===== src/hdl/sbt_cfg.svh =====
// Constants for the sixteen-bit timer / demodulator: offsets, positions, resets.
// Assumes an 8-bit register port with byte addresses.
`ifndef SBT_CFG_SVH
`define SBT_CFG_SVH

// Register offsets
`define SBT_OFS_SHARED_CTRL   8'h01
`define SBT_OFS_TIMER_CTRL    8'h02
`define SBT_OFS_RELOAD_LO     8'h06
`define SBT_OFS_RELOAD_HI     8'h07
`define SBT_OFS_CAPTURE_LO    8'h08
`define SBT_OFS_CAPTURE_HI    8'h09
`define SBT_OFS_IRQ_STATUS    8'h10
`define SBT_OFS_IRQ_CLEAR     8'h11
`define SBT_OFS_IRQ_ENABLE    8'h12

// Bit positions in the timer control register
`define SBT_BIT_RUN           7
`define SBT_BIT_SINGLE        6
`define SBT_BIT_TIMEOUT       5
`define SBT_BIT_CAP_MASK      2
`define SBT_BIT_TO_MASK       1

// Bit positions in the shared control and interrupt registers
`define SBT_BIT_RISE_FLAG     1
`define SBT_BIT_FALL_FLAG     0
`define SBT_IRQ_TIMEOUT       0
`define SBT_IRQ_CAPTURE       1

// Reset values
`define SBT_RST_SHARED_CTRL   8'h00
`define SBT_RST_TIMER_CTRL    8'h00
`define SBT_RST_RELOAD        16'h0000
`define SBT_RST_CAPTURE       16'h0000
`define SBT_RST_IRQ           2'h0

// Count values
`define SBT_CNT_FULL          16'hFFFF
`define SBT_CNT_TERMINAL      16'h0001
`define SBT_CNT_ZERO          16'h0000

`endif


===== src/hdl/sbt_pkg.sv =====
// Types for the sixteen-bit timer / demodulator.
// Assumes the constants header provides all numeric values.
package sbt_pkg;

    typedef enum logic [1:0] {
        SBT_IDLE,
        SBT_RUN_TX,
        SBT_WAIT_EDGE,
        SBT_MEASURE
    } sbt_state_e;

    // Shared timer control register layout
    typedef struct packed {
        logic       demod;
        logic       in_sel;
        logic [1:0] edge_sel;
        logic [1:0] filt;
        logic       rise_flag;
        logic       fall_flag;
    } sbt_shared_s;

    // Sixteen-bit timer control register layout
    typedef struct packed {
        logic       run;
        logic       single;
        logic       timeout;
        logic [1:0] clk_div;
        logic       cap_mask;
        logic       to_mask;
        logic       out_en;
    } sbt_timer_s;

    // Register port request
    typedef struct packed {
        logic [7:0] addr;
        logic [7:0] wdata;
        logic       wr;
        logic       rd;
    } sbt_req_s;

    // All clocked state of the block
    typedef struct packed {
        sbt_shared_s shared;
        sbt_timer_s  ctrl;
        logic [15:0] reload;
        logic [15:0] capture;
        logic [15:0] count;
        logic [2:0]  pre;
        logic        prev_in;
        logic        out;
        logic [1:0]  irq_sts;
        logic [1:0]  irq_en;
        logic [7:0]  rdata;
        sbt_state_e  st;
    } sbt_regs_s;

endpackage : sbt_pkg


===== src/hdl/sbt_timer.sv =====
// Sixteen-bit counter/timer with transmit and edge-measuring demodulation modes.
// Assumes a synchronous 8-bit register port and inputs synchronous to ref_clk_i.
`timescale 1ns/10ps

`include "sbt_cfg.svh"

module sbt_timer #(
    parameter int CNT_W = 16
) (
    // Clock, reset, enable
    input  wire logic       ref_clk_i,
    input  wire logic       resetn_i,
    input  wire logic       ce_i,
    // Register port
    input  wire logic [7:0] addr_i,
    input  wire logic [7:0] wdata_i,
    input  wire logic       wr_i,
    input  wire logic       rd_i,
    output logic      [7:0] rdata_o,
    // Demodulator inputs
    input  wire logic       demod_in_a_i,
    input  wire logic       demod_in_b_i,
    // Outputs
    output logic            counter_output_o,
    output logic            irq_o
);

    if (CNT_W != 16) begin : g_chk
        $error("sbt_timer: CNT_W must be 16");
    end

    sbt_pkg::sbt_regs_s r;
    sbt_pkg::sbt_regs_s next_r;
    sbt_pkg::sbt_req_s  req;

    logic       sig_in;
    logic       edge_rise;
    logic       edge_fall;
    logic       edge_ok;
    logic       tick;
    logic [2:0] div_mask;
    logic       stop_wr;
    logic       ev_to;
    logic       ev_cap;
    logic [1:0] irq_set;
    logic [1:0] irq_clr;
    logic [1:0] next_sts;

    assign req = '{addr: addr_i, wdata: wdata_i, wr: wr_i, rd: rd_i};

    // Input select and edge detection
    always_comb begin
        sig_in    = r.shared.in_sel ? demod_in_b_i : demod_in_a_i;
        edge_rise = sig_in & ~r.prev_in;
        edge_fall = ~sig_in & r.prev_in;
        unique case (r.shared.edge_sel)
            2'b00:   edge_ok = edge_fall;
            2'b01:   edge_ok = edge_rise;
            default: edge_ok = edge_rise | edge_fall;
        endcase
    end

    // Prescaler: one tick every 1, 2, 4 or 8 clocks
    always_comb begin
        unique case (r.ctrl.clk_div)
            2'b00:   div_mask = 3'h0;
            2'b01:   div_mask = 3'h1;
            2'b10:   div_mask = 3'h3;
            default: div_mask = 3'h7;
        endcase
        tick = (r.pre & div_mask) == div_mask;
    end

    // Software stopping the counter this cycle overrides hardware updates
    assign stop_wr = req.wr && (req.addr == `SBT_OFS_TIMER_CTRL)
                     && !req.wdata[`SBT_BIT_RUN];

    // Interrupt status: set wins over clear, per bit
    assign irq_set[`SBT_IRQ_TIMEOUT] = ev_to & r.ctrl.to_mask;
    assign irq_set[`SBT_IRQ_CAPTURE] = ev_cap & r.ctrl.cap_mask;
    assign irq_clr = (req.wr && req.addr == `SBT_OFS_IRQ_CLEAR) ? req.wdata[1:0] : 2'h0;

    for (genvar i = 0; i < 2; i++) begin : g_irq
        assign next_sts[i] = irq_set[i] | (r.irq_sts[i] & ~irq_clr[i]);
    end

    // Next-state logic
    always_comb begin
        next_r         = r;
        next_r.rdata   = 8'h00;
        next_r.prev_in = sig_in;
        ev_to          = 1'b0;
        ev_cap         = 1'b0;

        // Reads
        if (req.rd) begin
            unique case (req.addr)
                `SBT_OFS_SHARED_CTRL: next_r.rdata = r.shared;
                `SBT_OFS_TIMER_CTRL:  next_r.rdata = r.ctrl;
                `SBT_OFS_RELOAD_LO:   next_r.rdata = r.reload[7:0];
                `SBT_OFS_RELOAD_HI:   next_r.rdata = r.reload[15:8];
                `SBT_OFS_CAPTURE_LO:  next_r.rdata = r.capture[7:0];
                `SBT_OFS_CAPTURE_HI:  next_r.rdata = r.capture[15:8];
                `SBT_OFS_IRQ_STATUS:  next_r.rdata = {6'h00, r.irq_sts};
                `SBT_OFS_IRQ_ENABLE:  next_r.rdata = {6'h00, r.irq_en};
                default:              next_r.rdata = 8'h00;
            endcase
        end

        // Writes
        if (req.wr) begin
            unique case (req.addr)
                `SBT_OFS_SHARED_CTRL: begin
                    next_r.shared.demod    = req.wdata[7];
                    next_r.shared.in_sel   = req.wdata[6];
                    next_r.shared.edge_sel = req.wdata[5:4];
                    next_r.shared.filt     = req.wdata[3:2];
                    if (r.shared.demod) begin
                        // Edge flags are write-one-to-clear
                        if (req.wdata[`SBT_BIT_RISE_FLAG]) begin
                            next_r.shared.rise_flag = 1'b0;
                        end
                        if (req.wdata[`SBT_BIT_FALL_FLAG]) begin
                            next_r.shared.fall_flag = 1'b0;
                        end
                    end else begin
                        next_r.shared.rise_flag = req.wdata[`SBT_BIT_RISE_FLAG];
                        next_r.shared.fall_flag = req.wdata[`SBT_BIT_FALL_FLAG];
                    end
                end
                `SBT_OFS_TIMER_CTRL: begin
                    next_r.ctrl.run      = req.wdata[`SBT_BIT_RUN];
                    next_r.ctrl.single   = req.wdata[`SBT_BIT_SINGLE];
                    next_r.ctrl.clk_div  = req.wdata[4:3];
                    next_r.ctrl.cap_mask = req.wdata[`SBT_BIT_CAP_MASK];
                    next_r.ctrl.to_mask  = req.wdata[`SBT_BIT_TO_MASK];
                    next_r.ctrl.out_en   = req.wdata[0];
                    if (req.wdata[`SBT_BIT_TIMEOUT]) begin
                        next_r.ctrl.timeout = 1'b0;
                    end
                    if (req.wdata[`SBT_BIT_RUN] && !r.ctrl.run) begin
                        next_r.pre   = 3'h0;
                        next_r.count = r.reload;
                        next_r.out   = r.shared.fall_flag;
                        next_r.st    = r.shared.demod ? sbt_pkg::SBT_WAIT_EDGE
                                                      : sbt_pkg::SBT_RUN_TX;
                    end
                    if (!req.wdata[`SBT_BIT_RUN]) begin
                        next_r.st = sbt_pkg::SBT_IDLE;
                    end
                end
                `SBT_OFS_RELOAD_LO:  next_r.reload[7:0]  = req.wdata;
                `SBT_OFS_RELOAD_HI:  next_r.reload[15:8] = req.wdata;
                `SBT_OFS_IRQ_ENABLE: next_r.irq_en       = req.wdata[1:0];
                default: ;
            endcase
        end

        // Counting; hardware sets win over software clears above
        if (r.ctrl.run && !stop_wr) begin
            next_r.pre = r.pre + 3'h1;
            unique case (r.st)
                sbt_pkg::SBT_RUN_TX: begin
                    if (tick) begin
                        if (r.count == `SBT_CNT_TERMINAL) begin
                            ev_to               = 1'b1;
                            next_r.ctrl.timeout = 1'b1;
                            next_r.out          = ~r.out;
                            if (r.ctrl.single) begin
                                next_r.count    = `SBT_CNT_ZERO;
                                next_r.ctrl.run = 1'b0;
                                next_r.st       = sbt_pkg::SBT_IDLE;
                            end else begin
                                next_r.count = r.reload;
                            end
                        end else if (r.count == `SBT_CNT_ZERO) begin
                            next_r.count = `SBT_CNT_FULL;
                        end else begin
                            next_r.count = r.count - 16'h0001;
                        end
                    end
                end
                sbt_pkg::SBT_WAIT_EDGE: begin
                    if (edge_ok) begin
                        ev_cap         = 1'b1;
                        next_r.capture = ~r.count;
                        next_r.count   = `SBT_CNT_FULL;
                        next_r.pre     = 3'h0;
                        next_r.st      = sbt_pkg::SBT_MEASURE;
                    end
                end
                sbt_pkg::SBT_MEASURE: begin
                    if (edge_ok && !r.ctrl.single) begin
                        ev_cap         = 1'b1;
                        next_r.capture = ~r.count;
                        next_r.count   = `SBT_CNT_FULL;
                        next_r.pre     = 3'h0;
                    end else if (tick) begin
                        if (r.count == `SBT_CNT_TERMINAL) begin
                            ev_to               = 1'b1;
                            next_r.ctrl.timeout = 1'b1;
                            next_r.count        = `SBT_CNT_FULL;
                        end else if (r.count == `SBT_CNT_ZERO) begin
                            next_r.count = `SBT_CNT_FULL;
                        end else begin
                            next_r.count = r.count - 16'h0001;
                        end
                    end
                end
                sbt_pkg::SBT_IDLE: ;
            endcase
            if (ev_cap) begin
                if (edge_rise) begin
                    next_r.shared.rise_flag = 1'b1;
                end
                if (edge_fall) begin
                    next_r.shared.fall_flag = 1'b1;
                end
            end
        end

        next_r.irq_sts = next_sts;
    end

    // State registers
    always_ff @(posedge ref_clk_i or negedge resetn_i) begin
        if (!resetn_i) begin
            r.shared  <= `SBT_RST_SHARED_CTRL;
            r.ctrl    <= `SBT_RST_TIMER_CTRL;
            r.reload  <= `SBT_RST_RELOAD;
            r.capture <= `SBT_RST_CAPTURE;
            r.count   <= `SBT_CNT_ZERO;
            r.pre     <= 3'h0;
            r.prev_in <= 1'b0;
            r.out     <= 1'b0;
            r.irq_sts <= `SBT_RST_IRQ;
            r.irq_en  <= `SBT_RST_IRQ;
            r.rdata   <= 8'h00;
            r.st      <= sbt_pkg::SBT_IDLE;
        end else if (ce_i) begin
            r <= next_r;
        end
    end

    // Outputs
    assign rdata_o          = r.rdata;
    assign counter_output_o = r.ctrl.out_en & r.out;
    assign irq_o            = |(r.irq_sts & r.irq_en);

endmodule : sbt_timer


===== config.mk =====
export PLATFORM = sky130hd
export DESIGN_NAME = sbt_timer
export DESIGN_NICKNAME = d
export VERILOG_FILES = /design/src/hdl/sbt_pkg.sv /design/src/hdl/sbt_timer.sv
export VERILOG_INCLUDE_DIRS = /design/src /design/src/hdl
export SDC_FILE = /design/constraint.sdc
export NUM_CORES = 1
export LEC_CHECK = 0
export BUFFER_PORTS_ARGS = -buffer_cell sky130_fd_sc_hd__buf_2
export CAP_MARGIN = 15
export CORE_MARGIN = 5
export CORE_UTILIZATION = 56
export DETAILED_ROUTE_END_ITERATION = 10
export GPL_TIMING_DRIVEN = 0
export MAX_ROUTING_LAYER = met4
export PLACE_DENSITY = 0.83
export SYNTH_ARGS = -nofsm -noshare
export SYNTH_HDL_FRONTEND = slang
export SYNTH_SLANG_ARGS = --single-unit
export TNS_END_PERCENT = 10

===== constraint.sdc =====
create_clock -name ref_clk_i -period 5.3 [get_ports ref_clk_i]
set_input_delay 0.265 -clock ref_clk_i [delete_from_list [all_inputs] [get_ports ref_clk_i]]
set_output_delay 0.265 -clock ref_clk_i [all_outputs]
set_load 0.1 [all_outputs]

# Yosys cells after proc, flatten, opt, wreduce, memory -nomap -nowiden
# Cells that the tools add are included.
# totals
reg_bits	83
latch_bits	0
ramBits	0
rom_bits	0
in_bits	23
output_inout_bits	10
wordCells	161
n_memories	0
# op_classes
add_sub_neg	2
n_mul	0
n_div	0
magnitude_cmp	0
eq_ne	19
shift	0
n_mux	73
n_bitwise	18
n_reduce_logical	25
# ops
cell	n
$mux W16	8
$mux W19	4
$pmux W8 S8	1
$pmux W16 S3	1
$mux W35	1
$mux W8	4
$pmux W16 S2	1
$mux W1	29
$mux W2	14
$mux W26	1
$eq A8 B5 Y1 const B	3
$eq A16 B1 Y1 const B	1
$eq A8 B3 Y1 const B	2
$eq A8 B4 Y1 const B	2
$logic_not A16 Y1	1
$not A16 Y16	1
$sub A16 B1 Y16 const B	1
$reduce_and A3 Y1	5
$pmux W3 S3	1
$eq A8 B1 Y1 const B	1
$eq A8 B2 Y1 const B	1
$pmux W1 S2	4
$reduce_bool A2 Y1	4
$and A1 B1 Y1	7
18 further kinds	39

# Logic depth before layout (Yosys ltp)
# logic_depth
ltp_word	12
ltp_mapped	10
ltp_nobuf	9

# Worst setup path after synthesis
# Ideal clock, no wire load.
# synth_path
path_kind	register to register
from	register r[81] (netlist name)
to	register r[47] (netlist name)
setup_time_ns	0.137
arrival_time_ns	2.134
t_required_ns	5.163
setup_slack_ns	3.030
path_stages_with_launch	10
path_buffers	2
period_less_slack_ns	2.270
path_cell_list	dfrtp_1 -> mux2i_1 -> inv_1 -> ha_1 -> mux2_2 -> o21ai_0 -> and2_1 -> buf_1 -> clkbuf_1 -> o31ai_1
# synth_rtl
item	line_no	text
start: declaration	sbt_timer.sv:32	sbt_pkg::sbt_regs_s r;
start signal: assignment	sbt_timer.sv:241	r <= next_r;

# Final worst setup path
# layout_path
from	register r[21] (netlist name)
to	register r[19] (netlist name)
# layout_via
elab_chain_cells	7
elab_cells_between_ends	10
cone_classes	1 x eq/ne; 8 x mux; 1 x reduce/logical
# layout_rtl
item	line_no	text
$logic_not A16 Y1 (no source line)	--	
$mux W16	sbt_timer.sv:176, sbt_timer.sv:203	
$mux W16	sbt_timer.sv:199	if (r.count == `SBT_CNT_TERMINAL) begin
$mux W16	sbt_timer.sv:198	end else if (tick) begin
$mux W16	sbt_timer.sv:193	if (edge_ok && !r.ctrl.single) begin
$pmux W16 S3 *	sbt_timer.sv:162	unique case (r.st)
$mux W19 *	sbt_timer.sv:160	if (r.ctrl.run && !stop_wr) begin
# Every way passes the cells marked *; elsewhere a longest branch is shown, timed or not.
# A chain may end at the register's enable or synchronous reset.

==> reports/metrics.yaml <==
critical_path_class: "flip-flop to flip-flop"
clk_latency_ns: 0.37
drt-vias-per-instance: 6.79
wl_per_cell_um: 22.0
cellPowerDensity_mw_per_mm2: 306
syn_area_per_cell_um2: 9.60
p_leak_nw: 2.53
first_iter_violations: 480
nets: 613
pre_cts_slack_ns: 2.45
post_cts_buffers: 0
synthTopCellsByArea: "dfrtp_1 40%, mux2_2 7.9%, mux2i_1 5.2%"
required_ns: 5.55
synth_commonest_cells: "83 x dfrtp_1, 60 x nand2_1, 45 x a21oi_1, 36 x mux2_2, 27 x mux2i_1"
cts_root_buffer: "clkbuf_8"
cp-start-kind: "flip-flop"
drive_gt1_share_pct: 18.1
whs_ns: 0.184
gp_congestion: 0.962
postLayoutCellArea_mm2: 0.00570
drv_cap: 0
cp_max_fo: 10
place_area_mm2: 0.00547
hold_viol: 0
period_minus_slack_ns: 2.96
timing.fmax_mhz: 338
grt_pass1_vias: 4649
clockBufferDepth: 2
hp-class: "input pin to flip-flop"
syn_area_mm2: 0.00516
grt_use_total_pct: 29.2
route.detailed.drc: 0
clk_pin_slew_ns: 0.09
status: "complete, no violations"
grt_max_degree: 46
grt_overflow: 0
die_w_um: 106
yosysMostFrequentCell: "dfrtp_1"
synth_top_area_share_pct: 40.3
ys_seq_area_share_pct: 40.3
slew_viol_final: 0
ios: 33
dieHeight_um: 106
synthCells: 537
fillers: 784
grt_setup_unrepaired: "false"
place.port_buffers: 30
n_antenna_cell: 0
setup-tns-final_ns: 0
htreeDepth: 3
async_flop_share_pct: 100
end_kind: "flip-flop"
finalSetupViolCount: 0
finClkSkew_ns: 0.0115
worst_slack_ns: 2.34
r2r_slack_ns: 2.34
finalCritPeriodShare_pct: 55.8
clock-sinks: 83
core-area_mm2: 0.00911
row_count: 35
synth_seq_cells: 83
die-area_mm2: 0.0112
synth_edf_count: 0
synthToLayoutAreaGrowth_pct: 10.5
routed_wl_mm: 15.3
yosysWarnings: 0
drtAntennaViolNets: 0
cts_tree: "yes"
routed-via-count: 4723
arrival_ns: 3.21
start_util_pct: 56.6
tightest_slew_ns: 0.796
cts-buffers-inserted: 9
firstDrtPassIters: 6
grt_pass1_wl_mm: 24.9
ir_drop_v: 0.000138
antenna_found_initial: 0
synthDistinctLibCells: 59
syn_nets: 570
maxSlewHeadroom_pct: 46.6
dp.final_hpwl_mm: 11.2
synthFlopType: "dfrtp_1"
yosysTopAreaCell: "dfrtp_1"
-- final cells by class --
type | instances | area (µm²) | share of cell area, %
repair buffers | 32 | 183 | 3.21
well taps | 111 | 139 | 2.44
clock buffers | 12 | 145 | 2.55
plain buffers | 36 | 190 | 3.34
multi-input cells | 404 | 2840 | 49.8
inverters | 14 | 52.6 | 0.922
flip-flops and latches | 83 | 2080 | 36.5
clock inverters | 4 | 73.8 | 1.30
-- registers in the layout (all words and copies together) (netlist names) --
register  count
r            75
rdata_o       8
-- cells by family after synthesis --
group | share of synthesized area (%)
AO/OA/AOI/OAI | 22.1
XOR/XNOR | 1.02
adder cells (fa/ha/maj) | 2.43
buffers and inverters | 4.71
flip-flops | 40.3
multiplexers | 13.1
AND/OR/NAND/NOR | 16.4
-- report_power, final --
group	switching [mW]	total [mW]	leakage [nW]	internal (mW)
clock network	0.237	0.516	0.111	0.279
logic	0.315	0.506	1.28	0.192
registers	0.0585	0.723	1.14	0.665
total	0.610	1.75	2.53	1.14
-- critical path, stage by stage, from the launching register on --
cell      delay (ns)
dfrtp_1         0.36
clkbuf_1        0.22
nor4_2          0.72
nand4_1         0.29
a21o_1          0.33
clkbuf_1        0.31
nand3_1         0.19
a31oi_1         0.11
a211o_1         0.31
-- repair_timing --
item                                   in CTS  in global routing
hold buffers                                1                  0
endpoints found under the hold margin      44                  0
resized for setup                           0                  0
-- final timing paths --
| kind | start | end | cells after the start |
|---|---|---|---|
| setup / recovery | r[21] | r[19] | 8 |
| setup reg to reg | r[21] | r[19] | 8 |
| hold / removal | wdata_i[5] | r[64] | 2 |
| max in group asynchronous | resetn_i | r[49] | 3 |
| min in group asynchronous | resetn_i | r[0] | 2 |
| hold reg to reg | r[18] | r[18] | 1 |
-- per-stage QoR --
stage                     power, mW  util (%)  cells
after detailed placement       1.22      60.0    679
final                          1.75      62.6    696
after floorplan                1.07         -    537
after CTS                      1.73      62.6    696
after global routing           1.84      62.6    696
after global placement         1.21      59.8    678
-- routing by layer --
layer	vias up	routed length (µm)	track usage, %
li1	2104	-	-
met1	2295	6270	37.7
met2	274	7120	45.1
met3	50	1320	5.77
met4	0	580	12.7
met5	-	0	-
-- placed cells by master, fill, tap and decap left out, types with 8 or more instances in the layout --
| cell | n |
|---|---|
| nand3_1 | 12 |
| clkbuf_8 | 10 |
| clkbuf_1 | 19 |
| ha_1 | 10 |
| o2bb2ai_1 | 8 |
| buf_2 | 31 |
| o21a_1 | 8 |
| mux2_2 | 36 |
| dfrtp_1 | 83 |
| o31ai_1 | 17 |
| o221ai_1 | 15 |
| a21oi_1 | 45 |
| mux2i_1 | 27 |
| inv_1 | 13 |
| buf_4 | 9 |
| o21ai_0 | 24 |
| nor2_1 | 25 |
| nand2_1 | 60 |
| o22ai_1 | 12 |
(Power assumes the default switching activity.)
